--- config.mk ---
export PLATFORM = sky130hd
export DESIGN_NAME = input_capture_control
export DESIGN_NICKNAME = d
export VERILOG_FILES = /design/src/verilog/input_capture_pkg.sv /design/src/verilog/input_capture_control.sv /design/src/verilog/capture_filter.sv
export SDC_FILE = /design/constraint.sdc
export NUM_CORES = 1
export LEC_CHECK = 0
export BUFFER_PORTS_ARGS = -buffer_cell sky130_fd_sc_hd__buf_2
export CORE_AREA = 8 8 87 89
export CTS_BUF_LIST = sky130_fd_sc_hd__clkbuf_8 sky130_fd_sc_hd__clkbuf_16
export CTS_CLUSTER_SIZE = 30
export DETAILED_ROUTE_END_ITERATION = 8
export DIE_AREA = 0 0 95 97
export PLACE_DENSITY_LB_ADDON = 0.05
export SYNTH_ARGS = -nofsm -noshare
export SYNTH_HDL_FRONTEND = slang
export SYNTH_SLANG_ARGS = --single-unit
--- constraint.sdc ---
create_clock -name clk_sys -period 1.9 [get_ports clk_sys]
set_clock_uncertainty 0.05 [all_clocks]
set_input_delay 0.38 -clock clk_sys [delete_from_list [all_inputs] [get_ports clk_sys]]
set_output_delay 0.38 -clock clk_sys [all_outputs]
set_load 0.05 [all_outputs]
--- src/verilog/input_capture_pkg.sv ---
// Package: register offsets, field positions and filter timing for capture
package input_capture_pkg;
    // Register bus address and data widths
    localparam int ADDR_W = 8;
    localparam int DATA_W = 8;
    localparam int NUM_CHAN = 3;
    // Register offsets in the special-function space
    localparam logic [7:0] OFS_ENABLE_FLAGS  = 8'h92;
    localparam logic [7:0] OFS_EDGE_SELECT   = 8'h93;
    localparam logic [7:0] OFS_FILTER_ENABLE = 8'h94;
    // Reset values
    localparam logic [7:0] RST_ENABLE_FLAGS  = 8'h00;
    localparam logic [7:0] RST_EDGE_SELECT   = 8'h00;
    localparam logic [7:0] RST_FILTER_ENABLE = 8'h00;
    // Field positions: channel n enable at ON_LSB+n, flag at FLAG_LSB+n
    localparam int ON_LSB     = 4;
    localparam int FLAG_LSB   = 0;
    localparam int FILTER_LSB = 4;
    localparam int EDGE_W     = 2;
    // Writable bit masks, reserved bits read zero
    localparam logic [7:0] MASK_ENABLE_FLAGS  = 8'h77;
    localparam logic [7:0] MASK_EDGE_SELECT   = 8'h3f;
    localparam logic [7:0] MASK_FILTER_ENABLE = 8'h70;
    // Edge-select encodings; 2'h3 is reserved
    typedef enum logic [1:0] {
        EDGE_FALL   = 2'b00,
        EDGE_RISE   = 2'b01,
        EDGE_EITHER = 2'b10,
        EDGE_RSVD   = 2'b11
    } edge_sel_t;
    // Filter: level must stand this long before it is taken
    localparam int FILTER_NS       = 16;
    localparam int CLK_PERIOD_NS   = 4;
    localparam int FILTER_CYCLES   =
        (FILTER_NS + CLK_PERIOD_NS - 1) / CLK_PERIOD_NS;
    localparam int FILTER_CNT_W    = 3;
endpackage : input_capture_pkg

--- src/verilog/input_capture_control.sv ---
// Input capture control: three channels, edge select, filter, event flags
// Function
// Per-channel enable bits at 6, 5, 4
// Hardware sets flag on selected edge
// Flag holds until software writes zero
// Select 00 fall, 01 rise, 10 either
// Software never programs reserved select 11
// Select fields at 5:4, 3:2, 1:0
// Filter enables at bits 6, 5, 4
// Disabled channel detects no edges
// Filter needs stable level several clocks
`timescale 1ns/10ps
module input_capture_control
    import input_capture_pkg::*;
(
    input  wire logic              clk_sys,  // System clock, 250 MHz
    input  wire logic              nrst,     // Async reset, active low
    input  wire logic [ADDR_W-1:0] regAddr,  // Register address
    input  wire logic              regWr,    // Write strobe
    input  wire logic              regRd,    // Read strobe
    input  wire logic [DATA_W-1:0] regWdata, // Write data
    output logic      [DATA_W-1:0] regRdata, // Read data, registered
    input  wire logic [2:0]        capPin,   // Capture inputs
    output logic      [2:0]        capEvent  // One-cycle edge pulses
);
    logic       rstMeta;       // Reset synchroniser first stage
    logic       rstSyncN;      // Synchronised reset
    logic [7:0] enableFlags;   // Enable and flag register
    logic [7:0] edgeSelect;    // Edge configuration register
    logic [7:0] filterEnable;  // Filter enable register
    logic [7:0] next_enableFlags;
    logic [7:0] next_edgeSelect;
    logic [7:0] next_filterEnable;
    logic [7:0] next_regRdata;
    logic [2:0] next_capEvent;
    logic [2:0] pinSync1;      // Input synchroniser first stage
    logic [2:0] pinSync2;      // Input synchroniser second stage
    logic [2:0] filtLevel;     // Filter outputs
    logic [2:0] chosenLevel;   // Filtered or direct level
    logic [2:0] prevLevel;     // Level seen last cycle
    logic [2:0] next_prevLevel;
    logic [2:0] edgeHit;       // Selected edge seen this cycle

    // Reset release through two flops; assertion stays asynchronous
    always_ff @(posedge clk_sys or negedge nrst) begin
        if (!nrst) begin
            rstMeta  <= 1'b0;
            rstSyncN <= 1'b0;
        end else begin
            rstMeta  <= 1'b1;
            rstSyncN <= rstMeta;
        end
    end

    // Pins are nominally synchronous but external; two flops are cheap
    always_ff @(posedge clk_sys or negedge rstSyncN) begin
        if (!rstSyncN) begin
            pinSync1 <= '0;
            pinSync2 <= '0;
        end else begin
            pinSync1 <= capPin;
            pinSync2 <= pinSync1;
        end
    end

    // Per-channel filter and edge decode
    for (genvar ch = 0; ch < NUM_CHAN; ch++) begin : g_chan
        // Stability filter
        capture_filter #(
            .STABLE_CYCLES (FILTER_CYCLES)
        ) u_filter (
            .clk_sys  (clk_sys),
            .rstSyncN (rstSyncN),
            .rawIn    (pinSync2[ch]),
            .filtOut  (filtLevel[ch])
        );

        logic       rise;   // Rising transition
        logic       fall;   // Falling transition
        edge_sel_t  sel;    // This channel's selection

        // Filter bypass select
        assign chosenLevel[ch] = filterEnable[FILTER_LSB + ch] ?
                                 filtLevel[ch] : pinSync2[ch];
        // Compare with previous sample
        assign rise = chosenLevel[ch] & ~prevLevel[ch];
        assign fall = ~chosenLevel[ch] & prevLevel[ch];
        // Field for this channel
        assign sel  = edge_sel_t'(edgeSelect[EDGE_W*ch +: EDGE_W]);

        // Edge decode; reserved code matches nothing
        always_comb begin
            case (sel)
                EDGE_FALL:   edgeHit[ch] = fall;
                EDGE_RISE:   edgeHit[ch] = rise;
                EDGE_EITHER: edgeHit[ch] = rise | fall;
                default:     edgeHit[ch] = 1'b0;
            endcase
        end
    end

    // Next state for registers, history and outputs
    always_comb begin
        next_enableFlags  = enableFlags;
        next_edgeSelect   = edgeSelect;
        next_filterEnable = filterEnable;
        next_prevLevel    = chosenLevel;
        next_capEvent     = '0;
        next_regRdata     = regRdata;
        // Software writes first, hardware sets after, so a set wins
        if (regWr) begin
            case (regAddr)
                // Enable bits and flag clears
                OFS_ENABLE_FLAGS:
                    next_enableFlags = regWdata & MASK_ENABLE_FLAGS;
                OFS_EDGE_SELECT:
                    next_edgeSelect = regWdata & MASK_EDGE_SELECT;
                OFS_FILTER_ENABLE:
                    next_filterEnable = regWdata & MASK_FILTER_ENABLE;
                default: ;
            endcase
        end
        for (int ch = 0; ch < NUM_CHAN; ch++) begin
            // Only enabled channels see edges
            if (enableFlags[ON_LSB + ch] && edgeHit[ch]) begin
                // Set sticky flag; only software clears
                next_enableFlags[FLAG_LSB + ch] = 1'b1;
                next_capEvent[ch] = 1'b1;
            end
        end
        // Read data captured on the strobe; unmapped reads zero
        if (regRd) begin
            case (regAddr)
                OFS_ENABLE_FLAGS:  next_regRdata = enableFlags;
                OFS_EDGE_SELECT:   next_regRdata = edgeSelect;
                OFS_FILTER_ENABLE: next_regRdata = filterEnable;
                default:           next_regRdata = 8'h00;
            endcase
        end
    end

    // Register all control state and outputs
    always_ff @(posedge clk_sys or negedge rstSyncN) begin
        if (!rstSyncN) begin
            enableFlags  <= RST_ENABLE_FLAGS;
            edgeSelect   <= RST_EDGE_SELECT;
            filterEnable <= RST_FILTER_ENABLE;
            prevLevel    <= '0;
            capEvent     <= '0;
            regRdata     <= 8'h00;
        end else begin
            enableFlags  <= next_enableFlags;
            edgeSelect   <= next_edgeSelect;
            filterEnable <= next_filterEnable;
            prevLevel    <= next_prevLevel;
            capEvent     <= next_capEvent;
            regRdata     <= next_regRdata;
        end
    end
endmodule : input_capture_control

--- src/verilog/capture_filter.sv ---
// Stability filter for one capture input
`timescale 1ns/10ps
module capture_filter
    import input_capture_pkg::*;
#(
    parameter int STABLE_CYCLES = FILTER_CYCLES // Cycles a level must hold
) (
    input  wire logic clk_sys,   // System clock
    input  wire logic rstSyncN,  // Synchronised reset, active low
    input  wire logic rawIn,     // Synchronised input level
    output logic      filtOut    // Filtered level
);
    // Counter must be able to reach the target
    initial begin
        if (STABLE_CYCLES < 1 || STABLE_CYCLES >= (1 << FILTER_CNT_W))
            $error("capture_filter: STABLE_CYCLES out of range");
    end

    localparam logic [FILTER_CNT_W-1:0] TARGET =
        FILTER_CNT_W'(STABLE_CYCLES);

    logic [FILTER_CNT_W-1:0] stableCnt;      // Cycles input differed
    logic [FILTER_CNT_W-1:0] next_stableCnt; // Next count
    logic                    next_filtOut;   // Next filtered level

    // Count how long the input disagrees with the accepted level
    always_comb begin
        next_filtOut   = filtOut;
        next_stableCnt = '0;
        if (rawIn != filtOut) begin
            // A glitch shorter than the window restarts the count
            if (stableCnt == TARGET - FILTER_CNT_W'(1)) begin
                next_filtOut = rawIn;
            end else begin
                next_stableCnt = stableCnt + FILTER_CNT_W'(1);
            end
        end
    end

    // Register filter state
    always_ff @(posedge clk_sys or negedge rstSyncN) begin
        if (!rstSyncN) begin
            stableCnt <= '0;
            filtOut   <= 1'b0;
        end else begin
            stableCnt <= next_stableCnt;
            filtOut   <= next_filtOut;
        end
    end
endmodule : capture_filter

==> impl_metrics.sql, run 1 <==
INSERT INTO impl_metrics (metric_group, metric, value, unit) VALUES
('global_route', 'antenna_violations_before_repair', '0', ''),
('global_route', 'grt_first_pass_wirelength', '6910', 'µm'),
('logic_synthesis', 'postSynthRegisterBits', '48', ''),
('logic_synthesis', 'syn-mean-instance-area', '12.6', 'µm²'),
('detailed_routing', 'wl_per_cell', '14.4', 'µm'),
('timing', 'period_minus_slack', '1.82', 'ns'),
('clocking', 'worst_skew_pair.late_latency', '0.30', 'ns'),
('detailed_routing', 'drtPass1Iterations', '4', ''),
('pwr', 'ir_drop', '0.000394', 'V'),
('timing', 'setup_viol', '0', ''),
('global_route', 'aggregate_global_route_resource_usage', '0.0946', ''),
('timing', 'fmaxAchievable', '0.550', 'GHz'),
('global_route', 'grt_pass1_vias', '1410', ''),
('die', 'die_h', '97', 'µm'),
('die', 'die-area', '9220', 'µm²'),
('die', 'die_width', '95', 'µm'),
('logic_synthesis', 'yosys_warnings', '0', ''),
('clocking', 'cts.root.buffer_cell', 'sky130_fd_sc_hd__clkbuf_8', ''),
('critical_path', 'critPathMaxFanout', '3', ''),
('die', 'core_area', '6200', 'µm²'),
('critical_path', 'crit_path_top_delay_cell', 'sky130_fd_sc_hd__dfrtp_1', ''),
('logic_synthesis', 'synth_sequential_area_ratio', '0.577', ''),
('detailed_routing', 'detailedRoute.firstIterationViolations', '35', ''),
('die', 'floorplan.initialDensity', '0.336', ''),
('clocking', 'cts_tree', 'yes', ''),
('layout', 'antenna-diode-count', '0', ''),
('global_route', 'largest_net_degree_at_the_start_of_global_routing', '33', ''),
('logic_synthesis', 'asyncSetResetFlopFracSynth', '1.00', ''),
('global_route', 'gr-total-overflow', '0', ''),
('placement', 'finalWeightedCongestion', '0.715', ''),
('critical_path', 'timing.setup.critical_path_class', 'flip-flop to flip-flop', ''),
('detailed_routing', 'num_vias', '1317', ''),
('detailed_routing', 'post-route-drc-count', '0', ''),
('critical_path', 'cp_cell_sequence', 'mux2i_2 > inv_1 > ha_1 > mux2_2 > o211a_1 > a211o_1', ''),
('pwr', 'leakagePower', '1.26', 'nW'),
('critical_path', 'arrival', '1.96', 'ns'),
('logic_synthesis', 'synthesis.nets', '197', ''),
('clocking', 'path_clk_slew', '0.09', 'ns'),
('timing', 'final_count_of_hold_timing_violations', '0', ''),
('placement', 'portBuffers', '31', ''),
('clocking', 'clock_buffer_count_from_cts', '5', ''),
('logic_synthesis', 'synth_flop_cell', 'sky130_fd_sc_hd__dfrtp_1', ''),
('critical_path', 'path_buf_inv', '1', ''),
('die', 'core.rowCount', '29', ''),
('layout', 'num-nets-final', '235', ''),
('job', 'drv_cap', '0', ''),
('timing', 'fin_tns_setup', '0', 'ns'),
('logic_synthesis', 'synthCells', '165', ''),
('critical_path', 'critical-path-top-delay-family', 'multiplexers', ''),
('critical_path', 'critical_path.endpoint_type', 'flip-flop', ''),
('logic_synthesis', 'synth_enable_flop_cells', '0', ''),
('layout', 'post_route_cells_drive_above_1_share', '0.328', ''),
('layout', 'layout-area-overhead-vs-synth', '18.7', '%'),
('outcome', 'status', 'finished, final reports clean', ''),
('critical_path', 'cpPeakStageDelay', '0.41', 'ns'),
('timing', 'setup_repair_after_global_routing_missed_its_margin', 'no', ''),
('worst_hold_path', 'hold_path.class', 'flip-flop to asynchronous set/reset pin', ''),
('placement', 'detailedPlacementHpwl', '3060', 'µm'),
('logic_synthesis', 'syn_area', '2080', 'µm²'),
('timing', 'hold-worst-slack', '0.132', 'ns'),
('detailed_routing', 'drt.antenna.violating_nets', '0', ''),
('clocking', 'cts.htree.levels', '2', ''),
('detailed_routing', 'drt_wl_total', '4040', 'µm'),
('critical_path', 'cp-start-kind', 'flip-flop', ''),
('clocking', 'cts-root-to-sink-buffers', '2', ''),
('critical_path', 'worst_ep_required_time', '2.04', 'ns'),
('clocking', 'cts.sinks', '48', ''),
('timing', 'layout_worst_path_cycle_share', '0.957', ''),
('die', 'ioPinCount', '34', ''),
('detailed_routing', 'drt-vias-per-instance', '4.69', ''),
('pwr', 'cellPowerDensity', '944', 'nW/µm²'),
('timing', 'count_of_final_max_slew_check_failures', '0', ''),
('clocking', 'cts.repair_timing.setup_buffer_count', '0', ''),
('logic_synthesis', 'synthDistinctLibCells', '30', '');
==> repair_timing <==
item,4_1_cts,5_1_grt
gates resized for setup,0,1
endpoints found under the hold margin,2,0
setup endpoints to repair,0,1
hold buffers,1,0
==> cells in the final DEF (no fill, tap or decap), types with 3 or more instances in the layout <==
master and count:
sky130_fd_sc_hd__o22ai_1 6, sky130_fd_sc_hd__nor3_1 3, sky130_fd_sc_hd__ha_1 9, sky130_fd_sc_hd__mux2i_1 4, sky130_fd_sc_hd__mux2_2 19, sky130_fd_sc_hd__nor2b_1 9, sky130_fd_sc_hd__dfrtp_1 47, sky130_fd_sc_hd__nor2_1 5
sky130_fd_sc_hd__nand2_1 6, sky130_fd_sc_hd__inv_1 18, sky130_fd_sc_hd__o21ai_0 4, sky130_fd_sc_hd__clkbuf_8 5, sky130_fd_sc_hd__buf_2 31, sky130_fd_sc_hd__a21oi_1 3, sky130_fd_sc_hd__nand3_1 3, sky130_fd_sc_hd__nor3b_1 4
sky130_fd_sc_hd__a211o_1 3, sky130_fd_sc_hd__xnor2_1 3
==> routing by layer <==
metal	wire length, µm	track usage	share of wire	up-vias
met5	0	0	0	-
met4	50	0.0288	0.012	0
met3	292	0.0355	0.072	6
met2	1900	0.149	0.47	27
met1	1800	0.116	0.45	650
li1	-	-	-	634
==> metrics by stage <==
stage | util | instances | worst slack [ns] | power, mW | instance area, µm²
final | 0.398 | 281 | 0.0815 | 2.33 | 2470
after global routing | 0.398 | 281 | 0.000198 | 2.49 | 2470
after CTS | 0.398 | 281 | 0.0718 | 2.38 | 2470
after detailed placement | 0.378 | 272 | 0.0984 | 1.63 | 2350
after global placement | 0.378 | 272 | 0.123 | 1.60 | 2350
after floorplan | - | 165 | 0.237 | 1.52 | 2080
==> kinds of logic (layout without fill, tap and decap cells) <==
group | after synthesis | after routing | synth area share
other | 2 | 2 | 0.00360
adders and majority gates | 9 | 9 | 0.0541
AOI/OAI and AO/OA | 19 | 19 | 0.0619
DFF | 48 | 48 | 0.577
and+or+nand+nor | 39 | 39 | 0.124
muxes | 24 | 24 | 0.127
buffers and inverters | 21 | 60 | 0.0402
xor gates and xnor gates | 3 | 3 | 0.0126
==> worst paths after layout <==
path / from / to / slack, ns / cells past startpoint
worst max-delay path: filterEnable[4] / enableFlags[0] / 0.08 / 6
worst min-delay path: rstSyncN / g_chan[0].u_filter.stableCnt[0] / 0.13 / 0
worst max register to register: filterEnable[4] / enableFlags[0] / 0.08 / 6
worst min register to register: rstSyncN / g_chan[0].u_filter.stableCnt[0] / 0.13 / 0
max in group asynchronous: rstSyncN / prevLevel[2] / 1.19 / 1
min in group clk_sys: capPin[1] / pinSync1[1] / 0.13 / 1
==> flip-flops by register name, summed over array words and instances, names as in the netlist, 3 cells and up <==
| signal | cells |
|---|---|
| g_chan.u_filter.stableCnt | 9 |
| regRdata | 7 |
| edgeSelect | 6 |
| enableFlags | 6 |
| capEvent | 3 |
| filterEnable | 3 |
| g_chan.u_filter.filtOut | 3 |
| pinSync1 | 3 |
| pinSync2 | 3 |
| prevLevel | 3 |
==> cell type report <==
class                   instances  area, µm²
fillers                       602       3730
flip-flops and latches         48       1200
multi-input cells              96        802
repair buffers                 34        193
well taps                      77       96.3
clock buffers                   5       68.8
inverters                      18       67.6
clock inverters                 3       42.5
==> power breakdown <==
part / internal (mW) / switching (mW) / total [mW]
sequential: 1.16 / 0.0970 / 1.25
clock: 0.390 / 0.342 / 0.731
combinational: 0.193 / 0.158 / 0.351
==> synthesized netlist by cell type, types with 2 or more instances <==
library cell,number,area share
sky130_fd_sc_hd__inv_1,18,0.032
sky130_fd_sc_hd__mux2_2,19,0.10
sky130_fd_sc_hd__o22ai_1,6,0.018
sky130_fd_sc_hd__a211o_1,3,0.013
sky130_fd_sc_hd__a21oi_1,3,0.0072
sky130_fd_sc_hd__mux2i_1,5,0.024
sky130_fd_sc_hd__nor3b_1,4,0.014
sky130_fd_sc_hd__nand2_1,6,0.011
sky130_fd_sc_hd__ha_1,9,0.054
sky130_fd_sc_hd__conb_1,2,0.0036
sky130_fd_sc_hd__dfrtp_1,48,0.58
sky130_fd_sc_hd__o21ai_0,4,0.0096
sky130_fd_sc_hd__nor2_1,5,0.0090
sky130_fd_sc_hd__nand3_1,3,0.0072
sky130_fd_sc_hd__xnor2_1,3,0.013
sky130_fd_sc_hd__nor2b_1,9,0.027
sky130_fd_sc_hd__nand3b_1,2,0.0072
sky130_fd_sc_hd__nor3_1,3,0.0072
sky130_fd_sc_hd__o311a_1,2,0.0096
==> worst register-to-register path, cell delays in order (launching register included) <==
cell,delay (ns)
sky130_fd_sc_hd__dfrtp_1,0.41
sky130_fd_sc_hd__mux2i_2,0.25
sky130_fd_sc_hd__inv_1,0.08
sky130_fd_sc_hd__ha_1,0.20
sky130_fd_sc_hd__mux2_2,0.26
sky130_fd_sc_hd__o211a_1,0.23
sky130_fd_sc_hd__a211o_1,0.22
(Power assumes the default switching activity.)
==> run 2, diff against run 1 <==
--- a/config.mk
+++ b/config.mk
@@ -11,7 +11,7 @@
 export CTS_CLUSTER_SIZE = 30
 export DETAILED_ROUTE_END_ITERATION = 8
 export DIE_AREA = 0 0 95 97
-export PLACE_DENSITY_LB_ADDON = 0.05
+export PLACE_DENSITY = 0.59
 export SYNTH_ARGS = -nofsm -noshare
 export SYNTH_HDL_FRONTEND = slang
 export SYNTH_SLANG_ARGS = --single-unit
==> run 2 against run 1 <==
- register-to-register slack gained 0.02 ns
- sequential cell count unchanged
- clock-buffer cell count unchanged
- via count fell by 2.9%
- global-route usage is 0.80 points lower
- sequential share of layout area is 0.15 points lower
- largest power group unchanged
- highest routed layer unchanged
==> impl_metrics.sql, run 2 (synthesis results as in run 1) <==
INSERT INTO impl_metrics (metric_group, metric, value, unit) VALUES
('timing', 'count_of_final_max_slew_check_failures', '0', ''),
('clocking', 'cts.htree.levels', '2', ''),
('detailed_routing', 'drt.antenna.violating_nets', '0', ''),
('die', 'core_area', '6200', 'µm²'),
('pwr', 'power_frac_comb', '0.152', ''),
('critical_path', 'worst-r2r-cell-count', '6', ''),
('critical_path', 'worst_r2r_endpoint', 'enableFlags[0]', ''),
('clocking', 'cts-root-to-sink-buffers', '2', ''),
('timing', 'period_minus_slack', '1.80', 'ns'),
('timing', 'fmaxAchievable', '0.555', 'GHz'),
('clocking', 'path_clk_slew', '0.09', 'ns'),
('global_route', 'antenna_violations_before_repair', '0', ''),
('critical_path', 'crit_end', 'enableFlags[0]', ''),
('timing', 'layout_worst_path_cycle_share', '0.949', ''),
('layout', 'final_cell_mix', 'sky130_fd_sc_hd__dfrtp_1 (47), sky130_fd_sc_hd__buf_2 (31), sky130_fd_sc_hd__mux2_2 (19)', ''),
('clocking', 'cts.sinks', '48', ''),
('placement', 'finalWeightedCongestion', '0.702', ''),
('job', 'drv_cap', '0', ''),
('layout', 'layout_top_registers', 'g_chan.u_filter.stableCnt: 9 flops, regRdata: 7 flops', ''),
('pwr', 'power.switching', '0.597', 'mW'),
('layout', 'final_cells', '282', ''),
('detailed_routing', 'drt-vias-per-instance', '4.54', ''),
('detailed_routing', 'detailedRoute.firstIterationViolations', '41', ''),
('pwr', 'ir_drop', '0.000438', 'V'),
('critical_path', 'worst-path-stages', '6', ''),
('layout', 'largest_register_ff_count', '9', ''),
('clocking', 'cts_tree', 'yes', ''),
('die', 'die_h', '97', 'µm'),
('detailed_routing', 'num_vias', '1279', ''),
('pwr', 'leakagePower', '1.27', 'nW'),
('pwr', 'p_sw_frac', '0.256', ''),
('pwr', 'power.share.sequential', '0.533', ''),
('detailed_routing', 'drt_wl_total', '3730', 'µm'),
('layout', 'layout_commonest_cell', 'sky130_fd_sc_hd__dfrtp_1', ''),
('layout', 'antenna-diode-count', '0', ''),
('detailed_routing', 'wl_per_cell', '13.2', 'µm'),
('pwr', 'power.clock.fraction', '0.315', ''),
('outcome', 'status', 'finished, final reports clean', ''),
('die', 'floorplan.initialDensity', '0.336', ''),
('die', 'die-area', '9220', 'µm²'),
('critical_path', 'cpPeakStageDelay', '0.42', 'ns'),
('die', 'ioPinCount', '34', ''),
('clocking', 'cts.root.buffer_cell', 'sky130_fd_sc_hd__clkbuf_8', ''),
('placement', 'cell_total_after_placement', '272', ''),
('layout', 'layout-area-overhead-vs-synth', '19.0', '%'),
('critical_path', 'worstSetupStartpoint', 'filterEnable[4]', ''),
('critical_path', 'arrival', '1.95', 'ns'),
('critical_path', 'reg2reg_slack', '0.1', 'ns'),
('pwr', 'cell_internal_pwr', '1.74', 'mW'),
('global_route', 'grt_first_pass_wirelength', '6330', 'µm'),
('layout', 'num-nets-final', '236', ''),
('worst_hold_path', 'hold_path.class', 'flip-flop to asynchronous set/reset pin', ''),
('global_route', 'grt_pass1_vias', '1326', ''),
('pwr', 'cellPowerDensity', '942', 'nW/µm²'),
('global_route', 'aggregate_global_route_resource_usage', '0.0866', ''),
('placement', 'portBuffers', '31', ''),
('placement', 'detailedPlacementHpwl', '2800', 'µm'),
('die', 'die_width', '95', 'µm'),
('critical_path', 'cp_cell_sequence', 'mux2i_2 > inv_1 > ha_1 > mux2_2 > o211a_1 > a211o_1', ''),
('timing', 'fin_tns_setup', '0', 'ns'),
('critical_path', 'timing.setup.critical_path_class', 'flip-flop to flip-flop', ''),
('layout', 'post_route_cells_drive_above_1_share', '0.332', ''),
('die', 'core.rowCount', '29', ''),
('critical_path', 'cp-start-kind', 'flip-flop', ''),
('critical_path', 'crit-reg2reg-launch', 'filterEnable[4]', ''),
('clocking', 'clock_buffer_count_from_cts', '5', ''),
('critical_path', 'crit_path_top_delay_cell', 'sky130_fd_sc_hd__dfrtp_1', ''),
('layout', 'regMostFlops', 'g_chan.u_filter.stableCnt', ''),
('timing', 'final_count_of_hold_timing_violations', '0', ''),
('critical_path', 'worst_ep_required_time', '2.05', 'ns'),
('global_route', 'gr-total-overflow', '0', ''),
('clocking', 'worst_skew_pair.late_latency', '0.30', 'ns'),
('detailed_routing', 'post-route-drc-count', '0', ''),
('critical_path', 'critical_path.endpoint_type', 'flip-flop', ''),
('detailed_routing', 'drtPass1Iterations', '4', ''),
('timing', 'setup_viol', '0', ''),
('critical_path', 'critical-path-top-delay-family', 'multiplexers', ''),
('global_route', 'largest_net_degree_at_the_start_of_global_routing', '35', ''),
('critical_path', 'critPathMaxFanout', '3', ''),
('critical_path', 'path_buf_inv', '1', '');
==> run 2: worst min path at each step <==
stage | slack, ns | cells past startpoint | end | from
floorplan | 0.03 | 0 | rstMeta | nrst
finish | 0.11 | 0 | pinSync1[1] | rstSyncN
CTS | 0.11 | 1 | pinSync1[1] | capPin[1]
global route | 0.1 | 1 | pinSync1[1] | capPin[1]
detailed placement | 0.12 | 0 | pinSync1[2] | rstSyncN
global placement | 0.12 | 0 | pinSync1[1] | rstSyncN
==> run 2: what timing repair did <==
item,CTS,global route
endpoints found under the hold margin,2,0
endpoints found under the setup margin,0,1
buffers inserted,0,1
hold buffers,1,0
gates resized for setup,0,1
==> run 2: metrics by stage <==
step	power [mW]	setup WS (ns)	util	cell area, µm²	hold WS (ns)
after floorplan	1.52	0.237	-	2080	0.0344
after CTS	2.37	0.0661	0.398	2470	0.111
after detailed placement	1.62	0.0751	0.378	2350	0.115
final	2.34	0.0975	0.400	2480	0.110
after global placement	1.60	0.124	0.378	2350	0.116
after global routing	2.49	-0.000904	0.400	2480	0.0988
==> run 2: cell type report <==
type	count	area, µm²
Fill cell	601	3720
Sequential cell	48	1200
Timing Repair Buffer	35	200
Clock buffer	5	68.8
Multi-Input combinational cell	96	802
Clock inverter	3	42.5
Inverter	18	67.6
Tap cell	77	96.3
==> run 2: layer usage <==
| layer | vias to the layer above | GRT usage | routed length, µm |
|---|---|---|---|
| met1 | 610 | 0.109 | 1730 |
| met2 | 29 | 0.126 | 1650 |
| met4 | 0 | 0.0252 | 44 |
| met3 | 5 | 0.0433 | 311 |
| li1 | 635 | - | - |
| met5 | - | 0 | 0 |
==> run 2: power by group through the flow <==
stage	registers (mW)	logic (mW)	clock network, mW
after floorplan	1.26	0.259	0
after global placement	1.26	0.345	0
after detailed placement	1.27	0.357	0
after CTS	1.25	0.360	0.766
after global routing	1.27	0.406	0.818
final	1.25	0.355	0.736
==> run 3, diff against run 2 <==
--- a/config.mk
+++ b/config.mk
@@ -12,6 +12,7 @@
 export DETAILED_ROUTE_END_ITERATION = 8
 export DIE_AREA = 0 0 95 97
 export PLACE_DENSITY = 0.59
+export SETUP_SLACK_MARGIN = 0.3
 export SYNTH_ARGS = -nofsm -noshare
 export SYNTH_HDL_FRONTEND = slang
 export SYNTH_SLANG_ARGS = --single-unit
==> run 3 against run 2 <==
- clock-buffer cell count unchanged
- clock power down 1%
- cell count up 2.8%
- global-route usage about the same
- sequential cell count unchanged
- first-iteration DRC count down 15%
- setup slack better by 0.065 ns
- largest cell class unchanged
- highest routed layer is now met5
==> impl_metrics.sql, run 3 (synthesis results as in run 1) <==
INSERT INTO impl_metrics (metric_group, metric, value, unit) VALUES
('timing', 'setup_repair_after_global_routing_missed_its_margin', 'yes', ''),
('pwr', 'power.share.sequential', '0.532', ''),
('clocking', 'cts-root-to-sink-buffers', '2', ''),
('timing', 'setup_viol', '0', ''),
('die', 'floorplan.initialDensity', '0.336', ''),
('pwr', 'power_frac_comb', '0.157', ''),
('detailed_routing', 'drt.antenna.violating_nets', '0', ''),
('global_route', 'grt_first_pass_wirelength', '6360', 'µm'),
('layout', 'antenna-diode-count', '0', ''),
('clocking', 'cts.sinks', '48', ''),
('critical_path', 'crit-reg2reg-launch', 'filterEnable[4]', ''),
('global_route', 'antenna_violations_before_repair', '1', ''),
('critical_path', 'cp_cell_sequence', 'mux2i_2 > buf_4 > ha_2 > mux2_4 > o211a_1 > a211o_1', ''),
('clocking', 'cts.root.buffer_cell', 'sky130_fd_sc_hd__clkbuf_8', ''),
('layout', 'post_route_cells_drive_above_1_share', '0.376', ''),
('layout', 'regMostFlops', 'g_chan.u_filter.stableCnt', ''),
('critical_path', 'worstSetupStartpoint', 'filterEnable[4]', ''),
('timing', 'count_of_final_max_slew_check_failures', '0', ''),
('critical_path', 'timing.setup.critical_path_class', 'flip-flop to flip-flop', ''),
('detailed_routing', 'num_vias', '1298', ''),
('outcome', 'status', 'finished, final reports clean', ''),
('layout', 'regArea', '1200', 'µm²'),
('critical_path', 'cpPeakStageDelay', '0.42', 'ns'),
('die', 'core_area', '6200', 'µm²'),
('die', 'ioPinCount', '34', ''),
('critical_path', 'critical_path.endpoint_type', 'flip-flop', ''),
('clocking', 'clock_buffer_count_from_cts', '5', ''),
('job', 'drv_cap', '0', ''),
('die', 'die_width', '95', 'µm'),
('pwr', 'cell_internal_pwr', '1.75', 'mW'),
('timing', 'layout_worst_path_cycle_share', '0.915', ''),
('timing', 'period_minus_slack', '1.74', 'ns'),
('layout', 'final_cells', '290', ''),
('layout', 'filler_cell_count', '598', ''),
('critical_path', 'arrival', '1.88', 'ns'),
('die', 'die-area', '9220', 'µm²'),
('clocking', 'cts.htree.levels', '2', ''),
('layout', 'final_cell_mix', 'sky130_fd_sc_hd__dfrtp_1 (47), sky130_fd_sc_hd__buf_2 (31), sky130_fd_sc_hd__inv_1 (18), sky130_fd_sc_hd__mux2_2 (18), sky130_fd_sc_hd__buf_4 (10)', ''),
('critical_path', 'worst_ep_required_time', '2.04', 'ns'),
('critical_path', 'critPathMaxFanout', '2', ''),
('pwr', 'p_sw_frac', '0.253', ''),
('pwr', 'power.clock.fraction', '0.311', ''),
('global_route', 'grt_pass1_vias', '1281', ''),
('clocking', 'cts_tree', 'yes', ''),
('worst_hold_path', 'hold_path.class', 'flip-flop to asynchronous set/reset pin', ''),
('placement', 'portBuffers', '31', ''),
('placement', 'cell_total_after_placement', '272', ''),
('timing', 'fin_tns_setup', '0', 'ns'),
('clocking', 'path_clk_slew', '0.09', 'ns'),
('placement', 'detailedPlacementHpwl', '2830', 'µm'),
('pwr', 'power.switching', '0.594', 'mW'),
('layout', 'multi_input_area', '817', 'µm²'),
('layout', 'num-nets-final', '244', ''),
('detailed_routing', 'detailedRoute.firstIterationViolations', '35', ''),
('timing', 'fmaxAchievable', '0.575', 'GHz'),
('pwr', 'cellPowerDensity', '918', 'nW/µm²'),
('pwr', 'leakagePower', '1.31', 'nW'),
('die', 'core.rowCount', '29', ''),
('critical_path', 'cp-start-kind', 'flip-flop', ''),
('pwr', 'ir_drop', '0.000555', 'V'),
('layout', 'layout_commonest_cell', 'sky130_fd_sc_hd__dfrtp_1', ''),
('layout', 'layout_top_registers', 'g_chan.u_filter.stableCnt: 9 flops, regRdata: 7 flops', ''),
('placement', 'finalWeightedCongestion', '0.700', ''),
('detailed_routing', 'wl_per_cell', '13.1', 'µm'),
('layout', 'largest_register_ff_count', '9', ''),
('clocking', 'worst_skew_pair.late_latency', '0.30', 'ns'),
('timing', 'final_count_of_hold_timing_violations', '0', ''),
('global_route', 'aggregate_global_route_resource_usage', '0.0871', ''),
('detailed_routing', 'drtPass1Iterations', '4', ''),
('die', 'die_h', '97', 'µm'),
('detailed_routing', 'post-route-drc-count', '0', ''),
('layout', 'layout-area-overhead-vs-synth', '22.6', '%'),
('detailed_routing', 'drt_wl_total', '3800', 'µm'),
('global_route', 'largest_net_degree_at_the_start_of_global_routing', '35', ''),
('critical_path', 'crit_path_top_delay_cell', 'sky130_fd_sc_hd__dfrtp_1', ''),
('global_route', 'gr-total-overflow', '0', ''),
('detailed_routing', 'drt-vias-per-instance', '4.48', '');
run 3: cell types whose count changed in the layout (fill, tap and decap cells not counted):
cell | previous run | this run
sky130_fd_sc_hd__buf_4 | 2 | 10
sky130_fd_sc_hd__mux2i_1 | 4 | 3
sky130_fd_sc_hd__ha_2 | 0 | 3
sky130_fd_sc_hd__mux2_4 | 0 | 1
sky130_fd_sc_hd__ha_1 | 9 | 6
sky130_fd_sc_hd__mux2i_2 | 1 | 2
sky130_fd_sc_hd__mux2_2 | 19 | 18
run 3: power groups by stage:
stage	sequential [mW]	combinational, mW	clock (mW)
6_report	1.25	0.369	0.729
3_3_place_gp	1.26	0.344	0
3_5_place_dp	1.26	0.350	0
2_1_floorplan	1.26	0.259	0
4_1_cts	1.24	0.366	0.753
5_1_grt	1.27	0.427	0.791
run 3: final timing paths:
kind | to | slack, ns | depth (start not counted)
hold reg to reg | g_chan[2].u_filter.stableCnt[0] | 0.11 | 0
min in group clk_sys | pinSync1[1] | 0.14 | 1
hold / removal | g_chan[2].u_filter.stableCnt[0] | 0.11 | 0
max in group asynchronous | edgeSelect[2] | 1.22 | 1
setup / recovery | enableFlags[0] | 0.16 | 6
setup reg to reg | enableFlags[0] | 0.16 | 6
run 3: repair_timing:
item	in CTS	in global routing
pin swaps	3	2
resized for setup	1	4
buffers inserted	7	2
hold endpoints to repair	2	0
setup endpoints to repair	3	4
hold buffers	1	0
run 3: layer usage:
| layer | up-vias | share of wire | GRT usage |
|---|---|---|---|
| met1 | 612 | 0.47 | 0.116 |
| li1 | 650 | - | - |
| met2 | 27 | 0.45 | 0.128 |
| met5 | - | 0.0045 | 0 |
| met4 | 2 | 0.011 | 0.0252 |
| met3 | 7 | 0.062 | 0.0325 |
run 3: final cells by class:
class,count,area share
Timing Repair Buffer,43,0.102
Clock buffer,5,0.0269
Multi-Input combinational cell,96,0.320
Clock inverter,3,0.0167
Sequential cell,48,0.471
Inverter,18,0.0264
Tap cell,77,0.0377
run 3: worst max-delay path, delay by kind of cell (launching register included):
family	cells	cell delay [ns]
flip-flops	1	0.42
AO/OA/AOI/OAI	2	0.44
buffers and inverters	1	0.14
multiplexers	2	0.42
adder cells (fa/ha/maj)	1	0.16
run 3: through the flow:
step | setup slack [ns] | util | hold WS (ns) | power [mW] | cell area [µm²]
6_report | 0.162 | 0.412 | 0.108 | 2.34 | 2550
5_1_grt | 0.0703 | 0.412 | 0.124 | 2.48 | 2550
4_1_cts | 0.181 | 0.407 | 0.124 | 2.36 | 2530
3_5_place_dp | 0.115 | 0.379 | 0.116 | 1.62 | 2350
3_3_place_gp | 0.131 | 0.379 | 0.115 | 1.60 | 2350
2_1_floorplan | 0.244 | - | 0.0344 | 1.52 | 2090
